`src/sim_switch_regs.svh`:
```
// register offsets, field positions, reset values and timing for the dual slot switch
// Behaviour
// - control bit 1 picks slot 1 supply level, 0 low class, 1 high class.
// - control bit 0 set to 1 switches the slot 1 supply on.
// - slot 1 mode bits 2,3: 00 off, 11 active, 10 clock stop latches lines.
// - slot 2 mode bits 6,7: 00 off, 11 active, 10 clock stop.
// - status bits 6,7 echo slot 2 state: 00 off, 10 clock stop.
// - device control bit 0 clear means direction pin ignored, direction sensed automatically.
// - with no slot active, a clock-stopped slot presents its latched io level on the host side; slot 2 wins if both are stopped.
// - device control bit 3 picks the battery threshold; crossing it means removal.
// - filter reloads its count and drops its output on reset or false input.
// - true input decrements the counter on each timing tick, internal or external.
// - input change mid count reloads the counter and restarts counting.
// - a counter at zero raises its filtered output on the next timing tick.
// - battery input is true high; shutdown truth follows the polarity bit.
// - polarity write making shutdown true zeroes counter, no interrupt, no shutdown.
// - battery filter rising with device control bit 2 set raises the interrupt.
// - battery filter rising with device control bit 4 clear shuts both slots.
// - shutdown filter rising with device control bit 5 set raises the interrupt.
// - shutdown filter rising with device control bit 7 clear shuts slot 2 only.
// - clock stop slot: all lines low at once, supply off one tick later.
// - active slot shuts down staged; powered unselected slot shuts down instantly.
// - both debounce count registers reset to four.
// - both supplies reset to low level and disabled.
`ifndef SIM_SWITCH_REGS_SVH
`define SIM_SWITCH_REGS_SVH

// ----------------------------------------
// register offsets
// ----------------------------------------
`define OFF_STATUS      8'h04
`define OFF_SLOT_CTRL   8'h08
`define OFF_BAT_COUNT   8'h0a
`define OFF_SDN_COUNT   8'h0c
`define OFF_DEV_CTRL    8'h0e

// ----------------------------------------
// reset values
// ----------------------------------------
`define SLOT_CTRL_RESET 8'h00
`define DEV_CTRL_RESET  8'h00
`define DEB_COUNT_RESET 8'h04
`define READ_ZERO       8'h00

// ----------------------------------------
// slot control fields, one nibble per slot
// ----------------------------------------
`define SLOT_FIELD_W    4
`define F_REG_EN        0
`define F_VOLT          1
`define F_MODE_LO       2
`define F_MODE_HI       3
`define SLOT1_FIELDS    8'h0f
`define SLOT2_FIELDS    8'hf0

// ----------------------------------------
// device control bits
// ----------------------------------------
`define DC_OE_CTRL      0
`define DC_OE_DIR       1
`define DC_BAT_IRQ      2
`define DC_BAT_LEVEL    3
`define DC_BAT_NOAUTO   4
`define DC_SDN_IRQ      5
`define DC_SDN_POL      6
`define DC_SDN_NOAUTO   7

// ----------------------------------------
// status bits
// ----------------------------------------
`define ST_BAT_FILT     0
`define ST_SDN_PEND     1
`define ST_SDN_FILT     2
`define ST_BAT_PEND     3
`define ST_S1_LO        4
`define ST_S1_HI        5
`define ST_S2_LO        6
`define ST_S2_HI        7

// ----------------------------------------
// timing
// ----------------------------------------
`define CORE_CLK_HZ     200000000
`define TIMER_HZ        32000
`define TICK_CNT_W      13

`endif

```
`src/sim_switch_pkg.sv`:
```
// shared types of the dual slot switch
package sim_switch_pkg;
	typedef enum {SD_IDLE, SD_RST, SD_CLK, SD_IO, SD_REG} shut_state_t;
	typedef struct packed {
		logic clk;
		logic rst;
		logic io;
	} card_lines_t;
endpackage : sim_switch_pkg

```
`src/sim_debounce.sv`:
```
// programmable debounce counter with filtered output and event pulse
`include "sim_switch_regs.svh"
module sim_debounce (
	input  wire logic       core_clk,
	input  wire logic       rst_n,
	input  wire logic       tick,
	input  wire logic       inTrue,
	input  wire logic       forceZero,
	input  wire logic [7:0] reloadVal,
	output logic            filtered,
	output logic            riseEvt,
	output logic [7:0]      count
);
	logic [7:0] cnt_ff;
	logic       filt_ff;
	logic       quiet_ff;
	logic       evt_ff;
	wire        atZero = (cnt_ff == 8'h00);
	wire        rising = inTrue & tick & atZero & ~filt_ff & ~forceZero;

	// ----------------------------------------
	// counter and filtered output
	// ----------------------------------------
	always_ff @(posedge core_clk) begin
		if (!rst_n) begin
			cnt_ff   <= `DEB_COUNT_RESET;
			filt_ff  <= 1'b0;
			quiet_ff <= 1'b0;
		end else if (!inTrue) begin
			cnt_ff   <= reloadVal;
			filt_ff  <= 1'b0;
			quiet_ff <= 1'b0;
		end else if (forceZero) begin
			cnt_ff   <= 8'h00;
			quiet_ff <= 1'b1;
		end else if (tick) begin
			if (!atZero) begin
				cnt_ff <= cnt_ff - 8'h01;
			end else begin
				filt_ff <= 1'b1;
			end
		end
	end

	always_ff @(posedge core_clk) begin
		if (!rst_n) begin
			evt_ff <= 1'b0;
		end else begin
			evt_ff <= rising & ~quiet_ff;
		end
	end

	assign filtered = filt_ff;
	assign riseEvt  = evt_ff;
	assign count    = cnt_ff;
endmodule : sim_debounce

```
`src/sim_slot_off.sv`:
```
// per slot automatic shutdown sequencer
module sim_slot_off (
	input  wire logic                 core_clk,
	input  wire logic                 rst_n,
	input  wire logic                 tick,
	input  wire logic                 start,
	input  wire logic                 staged,
	output sim_switch_pkg::card_lines_t killLines,
	output logic                      done
);
	sim_switch_pkg::shut_state_t state_ff;
	sim_switch_pkg::card_lines_t kill_ff;

	// ----------------------------------------
	// shutdown steps
	// ----------------------------------------
	always_ff @(posedge core_clk) begin
		if (!rst_n) begin
			state_ff <= sim_switch_pkg::SD_IDLE;
			kill_ff  <= '0;
		end else begin
			case (state_ff)
				sim_switch_pkg::SD_IDLE: begin
					if (start && staged) begin
						kill_ff.rst <= 1'b1;
						state_ff    <= sim_switch_pkg::SD_CLK;
					end else if (start) begin
						kill_ff  <= '1;
						state_ff <= sim_switch_pkg::SD_REG;
					end
				end
				sim_switch_pkg::SD_CLK: begin
					if (tick) begin
						kill_ff.clk <= 1'b1;
						state_ff    <= sim_switch_pkg::SD_IO;
					end
				end
				sim_switch_pkg::SD_IO: begin
					if (tick) begin
						kill_ff.io <= 1'b1;
						state_ff   <= sim_switch_pkg::SD_REG;
					end
				end
				sim_switch_pkg::SD_REG: begin
					if (tick) begin
						kill_ff  <= '0;
						state_ff <= sim_switch_pkg::SD_IDLE;
					end
				end
				default: begin
					state_ff <= sim_switch_pkg::SD_IDLE;
				end
			endcase
		end
	end

	assign killLines = kill_ff;
	assign done      = (state_ff == sim_switch_pkg::SD_REG) & tick;
endmodule : sim_slot_off

```
`src/sim_switch_ctrl.sv`:
```
// control logic of the dual slot card switch: registers, debounce, shutdown, line routing
`include "sim_switch_regs.svh"
module sim_switch_ctrl #(
	parameter int TICK_DIV = `CORE_CLK_HZ / `TIMER_HZ
) (
	input  wire logic       core_clk,
	input  wire logic       rst_n,
	input  wire logic       regWrEn,
	input  wire logic       regRdEn,
	input  wire logic [7:0] regAddr,
	input  wire logic [7:0] regWrData,
	output logic      [7:0] regRdData,
	input  wire logic       batteryPresenceInput,
	input  wire logic       shutdownInput,
	input  wire logic       ext32kClk,
	input  wire logic       clkSourceExt,
	input  wire logic       dirControlPin,
	input  wire logic       hostCardClock,
	input  wire logic       hostCardReset,
	input  wire logic       hostCardIoIn,
	output logic            hostCardIoOut,
	output logic            hostCardIoOe,
	output logic            slot1CardClock,
	output logic            slot1CardReset,
	input  wire logic       slot1CardIoIn,
	output logic            slot1CardIoOut,
	output logic            slot1CardIoOe,
	output logic            slot1SupplyEn,
	output logic            slot1SupplyHigh,
	output logic            slot2CardClock,
	output logic            slot2CardReset,
	input  wire logic       slot2CardIoIn,
	output logic            slot2CardIoOut,
	output logic            slot2CardIoOe,
	output logic            slot2SupplyEn,
	output logic            slot2SupplyHigh,
	output logic            batThresholdHigh,
	output logic            irqOut
);
	// ----------------------------------------
	// registers
	// ----------------------------------------
	logic [7:0] slotCtrl_ff;
	logic [7:0] devCtrl_ff;
	logic [7:0] batCount_ff;
	logic [7:0] sdnCount_ff;
	logic [1:0] pend_ff;
	logic [7:0] rdData_ff;
	logic       polWrite_ff;
	logic       irq_ff;
	logic       thr_ff;
	logic       hostIoOut_ff;
	logic       hostIoOe_ff;
	logic [`TICK_CNT_W-1:0] tickCnt_ff;
	logic       extPrev_ff;

	wire wrStatus = 1'b0;
	wire wrCtrl   = regWrEn & (regAddr == `OFF_SLOT_CTRL);
	wire wrBatCnt = regWrEn & (regAddr == `OFF_BAT_COUNT);
	wire wrSdnCnt = regWrEn & (regAddr == `OFF_SDN_COUNT);
	wire wrDev    = regWrEn & (regAddr == `OFF_DEV_CTRL);
	wire rdStatus = regRdEn & (regAddr == `OFF_STATUS) & ~wrStatus;

	// ----------------------------------------
	// timing tick, internal divider or external clock
	// ----------------------------------------
	localparam logic [`TICK_CNT_W-1:0] TICK_LAST = `TICK_CNT_W'(TICK_DIV - 1);
	wire tickInt = (tickCnt_ff == TICK_LAST);
	wire tickExt = ext32kClk & ~extPrev_ff;
	wire tick    = clkSourceExt ? tickExt : tickInt;

	always_ff @(posedge core_clk) begin
		if (!rst_n) begin
			tickCnt_ff <= '0;
			extPrev_ff <= 1'b0;
		end else begin
			tickCnt_ff <= tickInt ? '0 : tickCnt_ff + `TICK_CNT_W'(1);
			extPrev_ff <= ext32kClk;
		end
	end

	// ----------------------------------------
	// debounce filters
	// ----------------------------------------
	wire       sdnTrue  = (shutdownInput == devCtrl_ff[`DC_SDN_POL]);
	wire       batTrue  = batteryPresenceInput;
	wire       batFilt;
	wire       sdnFilt;
	wire       batEvt;
	wire       sdnEvt;
	wire [7:0] batNow;
	wire [7:0] sdnNow;

	sim_debounce batDeb (
		.core_clk  (core_clk),
		.rst_n     (rst_n),
		.tick      (tick),
		.inTrue    (batTrue),
		.forceZero (1'b0),
		.reloadVal (batCount_ff),
		.filtered  (batFilt),
		.riseEvt   (batEvt),
		.count     (batNow)
	);

	sim_debounce sdnDeb (
		.core_clk  (core_clk),
		.rst_n     (rst_n),
		.tick      (tick),
		.inTrue    (sdnTrue),
		.forceZero (polWrite_ff & sdnTrue),
		.reloadVal (sdnCount_ff),
		.filtered  (sdnFilt),
		.riseEvt   (sdnEvt),
		.count     (sdnNow)
	);

	// ----------------------------------------
	// automatic shutdown triggers
	// ----------------------------------------
	wire batStart = batEvt & ~devCtrl_ff[`DC_BAT_NOAUTO];
	wire sdnStart = sdnEvt & ~devCtrl_ff[`DC_SDN_NOAUTO];
	wire [1:0] trig = {batStart | sdnStart, batStart};

	// ----------------------------------------
	// io direction
	// ----------------------------------------
	wire dirFixed = devCtrl_ff[`DC_OE_CTRL];
	wire fixToCard = ~(dirControlPin ^ devCtrl_ff[`DC_OE_DIR]);
	wire allowToCard = ~dirFixed | fixToCard;
	wire allowToHost = ~dirFixed | ~fixToCard;
	wire [1:0] cardIoIn = {slot2CardIoIn, slot1CardIoIn};

	// ----------------------------------------
	// per slot lines, latch and shutdown
	// ----------------------------------------
	sim_switch_pkg::card_lines_t cardLines_ff [2];
	sim_switch_pkg::card_lines_t latch_ff [2];
	logic [1:0] wasStop_ff;
	logic [1:0] supEn_ff;
	logic [1:0] supHigh_ff;
	logic [1:0] ioOe_ff;
	wire  [1:0] active;
	wire  [1:0] stopped;
	wire  [1:0] done;
	wire  [1:0] latchIo;

	genvar gi;
	generate
		for (gi = 0; gi < 2; gi++) begin : g_slot
			wire [3:0] field = slotCtrl_ff[gi*`SLOT_FIELD_W +: `SLOT_FIELD_W];
			wire modeLo = field[`F_MODE_LO];
			wire modeHi = field[`F_MODE_HI];
			wire powered = field[`F_REG_EN] | modeLo | modeHi;
			sim_switch_pkg::card_lines_t kill;
			sim_switch_pkg::card_lines_t live;
			sim_switch_pkg::card_lines_t nxt_lines;

			assign active[gi]  = modeLo & modeHi;
			assign stopped[gi] = modeLo & ~modeHi;
			assign latchIo[gi] = latch_ff[gi].io;

			sim_slot_off shut (
				.core_clk  (core_clk),
				.rst_n     (rst_n),
				.tick      (tick),
				.start     (trig[gi] & powered),
				.staged    (active[gi]),
				.killLines (kill),
				.done      (done[gi])
			);

			assign live.clk = hostCardClock;
			assign live.rst = hostCardReset;
			assign live.io  = hostCardIoIn | ~allowToCard;
			assign nxt_lines = (active[gi] ? live : stopped[gi] ?
			                    (wasStop_ff[gi] ? latch_ff[gi] : cardLines_ff[gi]) : '0) & ~kill;

			always_ff @(posedge core_clk) begin
				if (!rst_n) begin
					cardLines_ff[gi] <= '0;
					latch_ff[gi]     <= '0;
					wasStop_ff[gi]   <= 1'b0;
					supEn_ff[gi]     <= 1'b0;
					supHigh_ff[gi]   <= 1'b0;
					ioOe_ff[gi]      <= 1'b1;
				end else begin
					cardLines_ff[gi] <= nxt_lines;
					ioOe_ff[gi]      <= ~nxt_lines.io;
					wasStop_ff[gi]   <= stopped[gi];
					if (stopped[gi] && !wasStop_ff[gi]) begin
						latch_ff[gi] <= cardLines_ff[gi];
					end
					supEn_ff[gi]   <= field[`F_REG_EN] & ~done[gi];
					supHigh_ff[gi] <= field[`F_VOLT];
				end
			end
		end
	endgenerate

	// ----------------------------------------
	// host side data line
	// ----------------------------------------
	wire hostLevel = active[0]  ? (cardIoIn[0] | ~allowToHost) :
	                 active[1]  ? (cardIoIn[1] | ~allowToHost) :
	                 stopped[1] ? latchIo[1] :
	                 stopped[0] ? latchIo[0] : 1'b1;

	// ----------------------------------------
	// register writes
	// ----------------------------------------
	wire [7:0] ctrlBase = wrCtrl ? regWrData : slotCtrl_ff;
	wire [7:0] clrMask  = ({8{done[0]}} & `SLOT1_FIELDS) | ({8{done[1]}} & `SLOT2_FIELDS);
	wire [7:0] nxt_slotCtrl = ctrlBase & ~clrMask;
	wire batIrq = batEvt & devCtrl_ff[`DC_BAT_IRQ];
	wire sdnIrq = sdnEvt & devCtrl_ff[`DC_SDN_IRQ];
	wire [1:0] nxt_pend = ({sdnIrq, batIrq}) | (pend_ff & {2{~rdStatus}});
	wire polFlip = wrDev & (regWrData[`DC_SDN_POL] != devCtrl_ff[`DC_SDN_POL]);

	always_ff @(posedge core_clk) begin
		if (!rst_n) begin
			slotCtrl_ff <= `SLOT_CTRL_RESET;
			devCtrl_ff  <= `DEV_CTRL_RESET;
			batCount_ff <= `DEB_COUNT_RESET;
			sdnCount_ff <= `DEB_COUNT_RESET;
			pend_ff     <= 2'h0;
			polWrite_ff <= 1'b0;
			irq_ff      <= 1'b0;
			thr_ff      <= 1'b0;
		end else begin
			slotCtrl_ff <= nxt_slotCtrl;
			devCtrl_ff  <= wrDev ? regWrData : devCtrl_ff;
			batCount_ff <= wrBatCnt ? regWrData : batCount_ff;
			sdnCount_ff <= wrSdnCnt ? regWrData : sdnCount_ff;
			pend_ff     <= nxt_pend;
			polWrite_ff <= polFlip;
			irq_ff      <= |nxt_pend;
			thr_ff      <= devCtrl_ff[`DC_BAT_LEVEL];
		end
	end

	// ----------------------------------------
	// status and read mux
	// ----------------------------------------
	logic [7:0] status;
	always_comb begin
		status = `READ_ZERO;
		status[`ST_BAT_FILT] = batFilt;
		status[`ST_SDN_PEND] = pend_ff[1];
		status[`ST_SDN_FILT] = sdnFilt;
		status[`ST_BAT_PEND] = pend_ff[0];
		status[`ST_S1_LO]    = slotCtrl_ff[`F_MODE_LO];
		status[`ST_S1_HI]    = slotCtrl_ff[`F_MODE_HI];
		status[`ST_S2_LO]    = slotCtrl_ff[`SLOT_FIELD_W + `F_MODE_LO];
		status[`ST_S2_HI]    = slotCtrl_ff[`SLOT_FIELD_W + `F_MODE_HI];
	end

	wire [7:0] rdMux = (regAddr == `OFF_STATUS)    ? status      :
	                   (regAddr == `OFF_SLOT_CTRL) ? slotCtrl_ff :
	                   (regAddr == `OFF_BAT_COUNT) ? batCount_ff :
	                   (regAddr == `OFF_SDN_COUNT) ? sdnCount_ff :
	                   (regAddr == `OFF_DEV_CTRL)  ? devCtrl_ff  : `READ_ZERO;

	always_ff @(posedge core_clk) begin
		if (!rst_n) begin
			rdData_ff    <= `READ_ZERO;
			hostIoOut_ff <= 1'b0;
			hostIoOe_ff  <= 1'b0;
		end else begin
			rdData_ff    <= regRdEn ? rdMux : rdData_ff;
			hostIoOut_ff <= hostLevel;
			hostIoOe_ff  <= ~hostLevel;
		end
	end

	// ----------------------------------------
	// outputs
	// ----------------------------------------
	assign regRdData        = rdData_ff;
	assign irqOut           = irq_ff;
	assign batThresholdHigh = thr_ff;
	assign hostCardIoOut    = hostIoOut_ff;
	assign hostCardIoOe     = hostIoOe_ff;
	assign slot1CardClock   = cardLines_ff[0].clk;
	assign slot1CardReset   = cardLines_ff[0].rst;
	assign slot1CardIoOut   = cardLines_ff[0].io;
	assign slot1CardIoOe    = ioOe_ff[0];
	assign slot1SupplyEn    = supEn_ff[0];
	assign slot1SupplyHigh  = supHigh_ff[0];
	assign slot2CardClock   = cardLines_ff[1].clk;
	assign slot2CardReset   = cardLines_ff[1].rst;
	assign slot2CardIoOut   = cardLines_ff[1].io;
	assign slot2CardIoOe    = ioOe_ff[1];
	assign slot2SupplyEn    = supEn_ff[1];
	assign slot2SupplyHigh  = supHigh_ff[1];
endmodule : sim_switch_ctrl

```
`config.mk`:
```
export PLATFORM = sky130hd
export DESIGN_NAME = sim_switch_ctrl
export DESIGN_NICKNAME = d
export VERILOG_FILES = /design/src/sim_switch_pkg.sv /design/src/sim_debounce.sv /design/src/sim_slot_off.sv /design/src/sim_switch_ctrl.sv
export VERILOG_INCLUDE_DIRS = /design/src
export SDC_FILE = /design/constraint.sdc
export NUM_CORES = 1
export LEC_CHECK = 0
export ABC_AREA = 1
export BUFFER_PORTS_ARGS = -buffer_cell sky130_fd_sc_hd__clkbuf_2
export CAP_MARGIN = 25
export CORE_UTILIZATION = 64
export DETAILED_ROUTE_END_ITERATION = 8
export PLACE_DENSITY = 0.85
export REMOVE_ABC_BUFFERS = 1
export SLEW_MARGIN = 25
export SYNTH_ARGS = -nofsm -noshare
export SYNTH_HDL_FRONTEND = slang
export SYNTH_SLANG_ARGS = --single-unit
```
`constraint.sdc`:
```
create_clock -name core_clk -period 3.45 [get_ports core_clk]
set_input_delay 0.69 -clock core_clk [delete_from_list [all_inputs] [get_ports core_clk]]
set_output_delay 0.69 -clock core_clk [all_outputs]
set_load 0.02 [all_outputs]
```
After elaboration in Yosys (flattened, before gate mapping)
Memory sizes are Yosys's and may differ from the RTL's.
Cells that the tools add are included.
- flip-flop bits (word level): 160
- bits in writable memories: 12
- input bits: 30
- output and inout port bits: 24
- logic and storage cells: 240
- memories: 2
- add/sub/neg operators: 3
- equality and inequality tests: 32
- mux-type cells: 61
- bitwise logic cells: 74
- reduce and logical (&&, ||, !) cells: 32
- memories (memory ; depth ; bits a word ; rd ports ; clocked after memory_dff ; wr ports ; RTL line ; text):
    cardLines_ff ; 2 ; 3 ; 2 ; 0 ; 2 ; sim_switch_ctrl.sv:137 ; sim_switch_pkg::card_lines_t cardLines_ff [2];
    latch_ff ; 2 ; 3 ; 2 ; 0 ; 2 ; sim_switch_ctrl.sv:138 ; sim_switch_pkg::card_lines_t latch_ff [2];
- operators with widths (cell ; number):
    $pmux W32 S4 ; 2
    $mux W32 ; 7
    $eq A32 B2 Y1 const B ; 4
    $mux W8 ; 13
    $eq A32 B3 Y1 const B ; 2
    $eq A32 B4 Y1 const B ; 2
    $logic_not A32 Y1 ; 2
    $mux W3 ; 13
    $eq A8 B4 Y1 const B ; 4
    $and A1 B1 Y1 ; 30
    $mux W1 ; 20
    $not A1 Y1 ; 20
    $reduce_and A5 Y1 ; 4
    $ne A2 B2 Y1 const B ; 9
    $logic_not A8 Y1 ; 2
    $sub A8 B1 Y8 const B ; 2
    $or A1 B1 Y1 ; 14
    $add A13 B1 Y13 const B ; 1
    $eq A13 B13 Y1 const B ; 1
    $pmux W1 S3 ; 4
    $reduce_bool A3 Y1 ; 4
    $reduce_and A2 Y1 ; 5
    $reduce_and A3 Y1 ; 3
    $and A8 B8 Y8 ; 1
    other kinds (19) ; 33

Longest topological paths before layout
- depth after elaboration: 8
- mapped depth: 11

Cells and area by module
From an unflattened synthesis, not the netlist that was laid out.
- cells, all modules: 847
- area, all modules: 6017.0 µm²
- modules (own cells, without submodules) (module ; times used ; cells each ; area each (µm²)):
    sim_switch_ctrl ; 1 ; 479 ; 3642.2
    sim_debounce ; 2 ; 122 ; 787.0
    sim_slot_off ; 2 ; 62 ; 400.4

Worst setup path before layout
OpenSTA, ideal clock, no wires.
- path kind: input to register
- start point: input regAddr[4]
- end point: register slotCtrl_ff[0]
- arrival: 1603 ps
- required time: 3330 ps
- setup slack: 1727 ps
- cell stages on the path: 9
- buffers on the path: 1
- cell sequence: inv_1 nand2_1 nor2_2 nand2_2 nor2_4 nand2_2 buf_2 o21ai_0 nor2_1
- longest elaborated chain between the ends: 4
- RTL lines (element ; RTL line ; text):
    start, declared ; sim_switch_ctrl.sv:10 ; input wire logic [7:0] regAddr,
    $eq A8 B4 Y1 (no line) ; - ;
    $and A1 B1 Y1 ; sim_switch_ctrl.sv:58 ; wire wrCtrl = regWrEn & (regAddr == `OFF_SLOT_CTRL);
    $mux W8 ; sim_switch_ctrl.sv:212 ; wire [7:0] ctrlBase = wrCtrl ? regWrData : slotCtrl_ff;
    $and A8 B8 Y8 ; sim_switch_ctrl.sv:214 ; wire [7:0] nxt_slotCtrl = ctrlBase & ~clrMask;
    end signal, assigned ; sim_switch_ctrl.sv:222 ; slotCtrl_ff <= `SLOT_CTRL_RESET;
    end signal, assigned ; sim_switch_ctrl.sv:231 ; slotCtrl_ff <= nxt_slotCtrl;
    end, declared ; sim_switch_ctrl.sv:43 ; logic [7:0] slotCtrl_ff;
No other way between the ends.
A chain may end at the register's enable or synchronous reset.

Worst setup path in the final report
- start point: input regAddr[4]
- end point: register sdnCount_ff[0]
- longest elaborated chain between the ends: 2
- RTL lines (element ; RTL line ; text):
    $eq A8 B4 Y1 (no line) ; - ;
    $and A1 B1 Y1 ; sim_switch_ctrl.sv:60 ; wire wrSdnCnt = regWrEn & (regAddr == `OFF_SDN_COUNT);
    end signal, assigned ; sim_switch_ctrl.sv:225 ; sdnCount_ff <= `DEB_COUNT_RESET;
    end signal, assigned ; sim_switch_ctrl.sv:234 ; sdnCount_ff <= wrSdnCnt ? regWrData : sdnCount_ff;
    end, declared ; sim_switch_ctrl.sv:46 ; logic [7:0] sdnCount_ff;
No other way between the ends.

==> results by group <==
Outcome
  – Outcome: completed

Power
  – PwrDens: 550 nW/µm²
  – Largest vdd supply drop: 488 µV
  – Leakage power: 2.73 nW

Job
  – Number of max-cap violations: 0

Route
  – Post-Route WL: 13700 µm
  – Via count: 5401
  – First-pass iteration count of the detailed router: 8
  – DR WL/cell: 14.5 µm
  – Via/cell ratio: 5.70
  – Post-DRT Antenna Nets: 0
  – 1st-iter DRT viols: 382
  – Residual DRC count: 0

Global routing
  – Global-route total usage across every layer: 0.319
  – Total gr overflow: 0
  – Vias in the first global route: 4883
  – Initial antenna violation count: 0
  – Largest net degree at the start of global routing: 35
  – First-pass GRT wire length: 21900 µm

Yosys
  – Sequential area share after synthesis: 0.427
  – Post-Synthesis Cell Area: 5480 µm²
  – Post-synth EDFFs: 6
  – Ys flop type: dfxtp_1
  – Synth area leader: dfxtp_1
  – Synth area leaders: dfxtp_1 (39%), nand2_1 (9.9%), nor2_1 (7.3%)
  – Post-synth ARST share: 0
  – Yosys top cell area share: 0.394
  – Top-count cell post-synth: nand2_1
  – Top post-synthesis cells by count: nand2_1 (144), dfxtp_1 (108), nor2_1 (107)
  – Synthesized instance count: 769
  – Avg Synthesized Cell Area: 7.13 µm²
  – Post-synthesis cell type count: 47
  – Yosys warns: 0
  – Synthesized flop and latch total: 114

Clock tree
  – Cts repair resizes: 0
  – Hold-fix buffer count after cts: 0
  – Reg clk slew, reported paths: 60 ps
  – H-tree Lvls: 4
  – Clk_lat worst skew: 520 ps
  – Root buf cell: clkbuf_8
  – CTS tree: yes
  – Max Root-Sink Buffers: 2
  – CTS Sinks: 114
  – TritonCTS buffer count: 17
  – Post-CTS setup buffer count: 0

Placement
  – HPWL after DPL: 9870 µm
  – Placer's final routability congestion estimate: 0.945
  – Pre-CTS WS: 983 ps
  – Port Buffers: 53

Floorplan
  – FP Rows: 33
  – Die W: 94.5 µm
  – Die height: 94.5 µm
  – Core Area: 8260 µm²
  – Starting Density: 0.664
  – Die area: 8940 µm²
  – Top-Level Pins: 54

Finish
  – Diode count: 0
  – Layout Nets: 865
  – P&R area growth vs syn: 16.1%
  – Filler instances: 637
  – Fraction of layout cells with a size suffix above 1: 0.147

Setup path
  – Kind of critical path: input pin to register
  – Crit path top cell by count: nand2_1
  – Crit Path Max Fanout: 16
  – Worst EP required: 3850 ps
  – Crit. End Element: register
  – Cell Chain, Critical Path: clkbuf_2 > inv_1 > nand2_1 > nor2_2 > nand2_2 > nor2_4 > nand2_1 > o21ai_0 > a21oi_1
  – Arrival time at the worst endpoint: 2420 ps
  – CP max stage delay: 530 ps
  – CP Launch Type: input pin
  – Worst r2r path cells: 8
  – Slowest cell on the critical path: nor2_2

Hold path
  – Worst Hold Class: input pin to register
  – WHS Path Cells: 3

Timing
  – # setup viols final: 0
  – Final worst slack: 1420 ps
  – Worst slew pin tran: 673 ps
  – RSZ-0062 raised after global routing: false
  – Period utilisation layout: 0.588
  – Fmax: 0.493 GHz
  – Fin. Hold Viols: 0
  – Worst slew margin: 0.551
  – Setup TNS: 0 ps
  – Fin crit period: 2030 ps
  – Final Max Tran Viols: 0
  – Worst clock skew: 10.5 ps
==> registers in the layout (all words and copies together) (netlist names), 2 cells and up <==
name	cells
pend_ff	2
cardLines_ff	6
regRdData	8
latch_ff	6
slotCtrl_ff	8
tickCnt_ff	13
g_slot.shut.state_ff	6
sdnCount_ff	8
g_slot.shut.killLines	6
batDeb.count	8
batCount_ff	8
devCtrl_ff	8
wasStop_ff	2
sdnDeb.count	8
==> cell families after synthesis <==
family          count (synthesis)  share of synthesized area
fa+ha+maj                       6                     0.0137
buf+inv                       121                     0.0865
flops                         114                      0.427
compound gates                147                      0.146
xor+xnor                       10                     0.0160
simple gates                  371                      0.310
==> path summary, 6_finish.rpt <==
| check | start | slack, ps | endpoint |
|---|---|---|---|
| setup / recovery | regAddr[4] | 1420 | sdnCount_ff[0]$_SDFFE_PN0P_ |
| hold / removal | ext32kClk | 380 | extPrev_ff$_SDFF_PN0_ |
| setup reg to reg | devCtrl_ff[6]$_SDFFE_PN0P_ | 1520 | sdnDeb.count[3]$_SDFFE_PN0P_ |
| hold reg to reg | sdnDeb.filtered$_SDFFE_PN0P_ | 410 | sdnDeb.riseEvt$_SDFF_PN0_ |
==> power breakdown <==
part | internal [W] | leakage [nW] | total [W] | switching, W
clock network | 0.000981 | 0.263 | 0.00158 | 0.000598
registers | 0.00139 | 0.936 | 0.00143 | 0.0000381
logic | 0.000172 | 1.53 | 0.000495 | 0.000324
==> worst max-delay path: cells and delay by family <==
family	cells	cell delay (ps)
AND/OR/NAND/NOR	5	1240
AO/OA/AOI/OAI	2	360
buffers and inverters	2	120
==> cell type report <==
| class | count | area [µm²] | area share |
|---|---|---|---|
| clock buffers | 21 | 449 | 0.0706 |
| repair buffers | 57 | 295 | 0.0464 |
| inverters | 105 | 395 | 0.0621 |
| well taps | 105 | 131 | 0.0206 |
| multi-input cells | 534 | 2670 | 0.419 |
| flip-flops and latches | 114 | 2340 | 0.368 |
| clock inverters | 11 | 87.6 | 0.0138 |
==> layout by cell type, fill, tap and decap left out, drive strengths merged <==
master      n
ha          6
xor2        5
o221ai      2
a211oi      3
o211ai      2
bufinv      1
nand2     155
nor2      120
a21oi      53
and2        2
a22oi       4
nor4        1
o32ai       1
nor3       13
o21a        1
buf         4
inv       103
nand3      67
a31oi       3
o22ai       5
xnor2       5
a31o        1
o21bai      2
o2111ai     3
or2         3
o21ai      67
clkbuf     74
edfxtp      6
and3        1
clkinv      9
clkinvlp    3
nand4       9
dfxtp     108
==> per-layer routing <==
| metal | vias up | part of all wire | wire, µm | global-route usage |
|---|---|---|---|---|
| met1 | 2468 | 0.42 | 5820 | 0.392 |
| met2 | 261 | 0.47 | 6510 | 0.544 |
| li1 | 2628 | - | - | - |
| met5 | - | 0 | 0 | 0 |
| met4 | 0 | 0.029 | 391 | 0.141 |
| met3 | 44 | 0.072 | 987 | 0.0612 |
==> stage by stage <==
stage | hold slack (ps) | utilization | instance area, µm² | power [W] | cells
after floorplan | 397 | - | 5400 | 0.00181 | 753
after global placement | 409 | 0.706 | 5830 | 0.00191 | 915
after detailed placement | 409 | 0.706 | 5830 | 0.00193 | 915
after CTS | 379 | 0.771 | 6370 | 0.00349 | 947
after global routing | 393 | 0.771 | 6370 | 0.00363 | 947
final | 384 | 0.771 | 6370 | 0.00350 | 947
No activity file was read; power rests on OpenSTA's default activity.
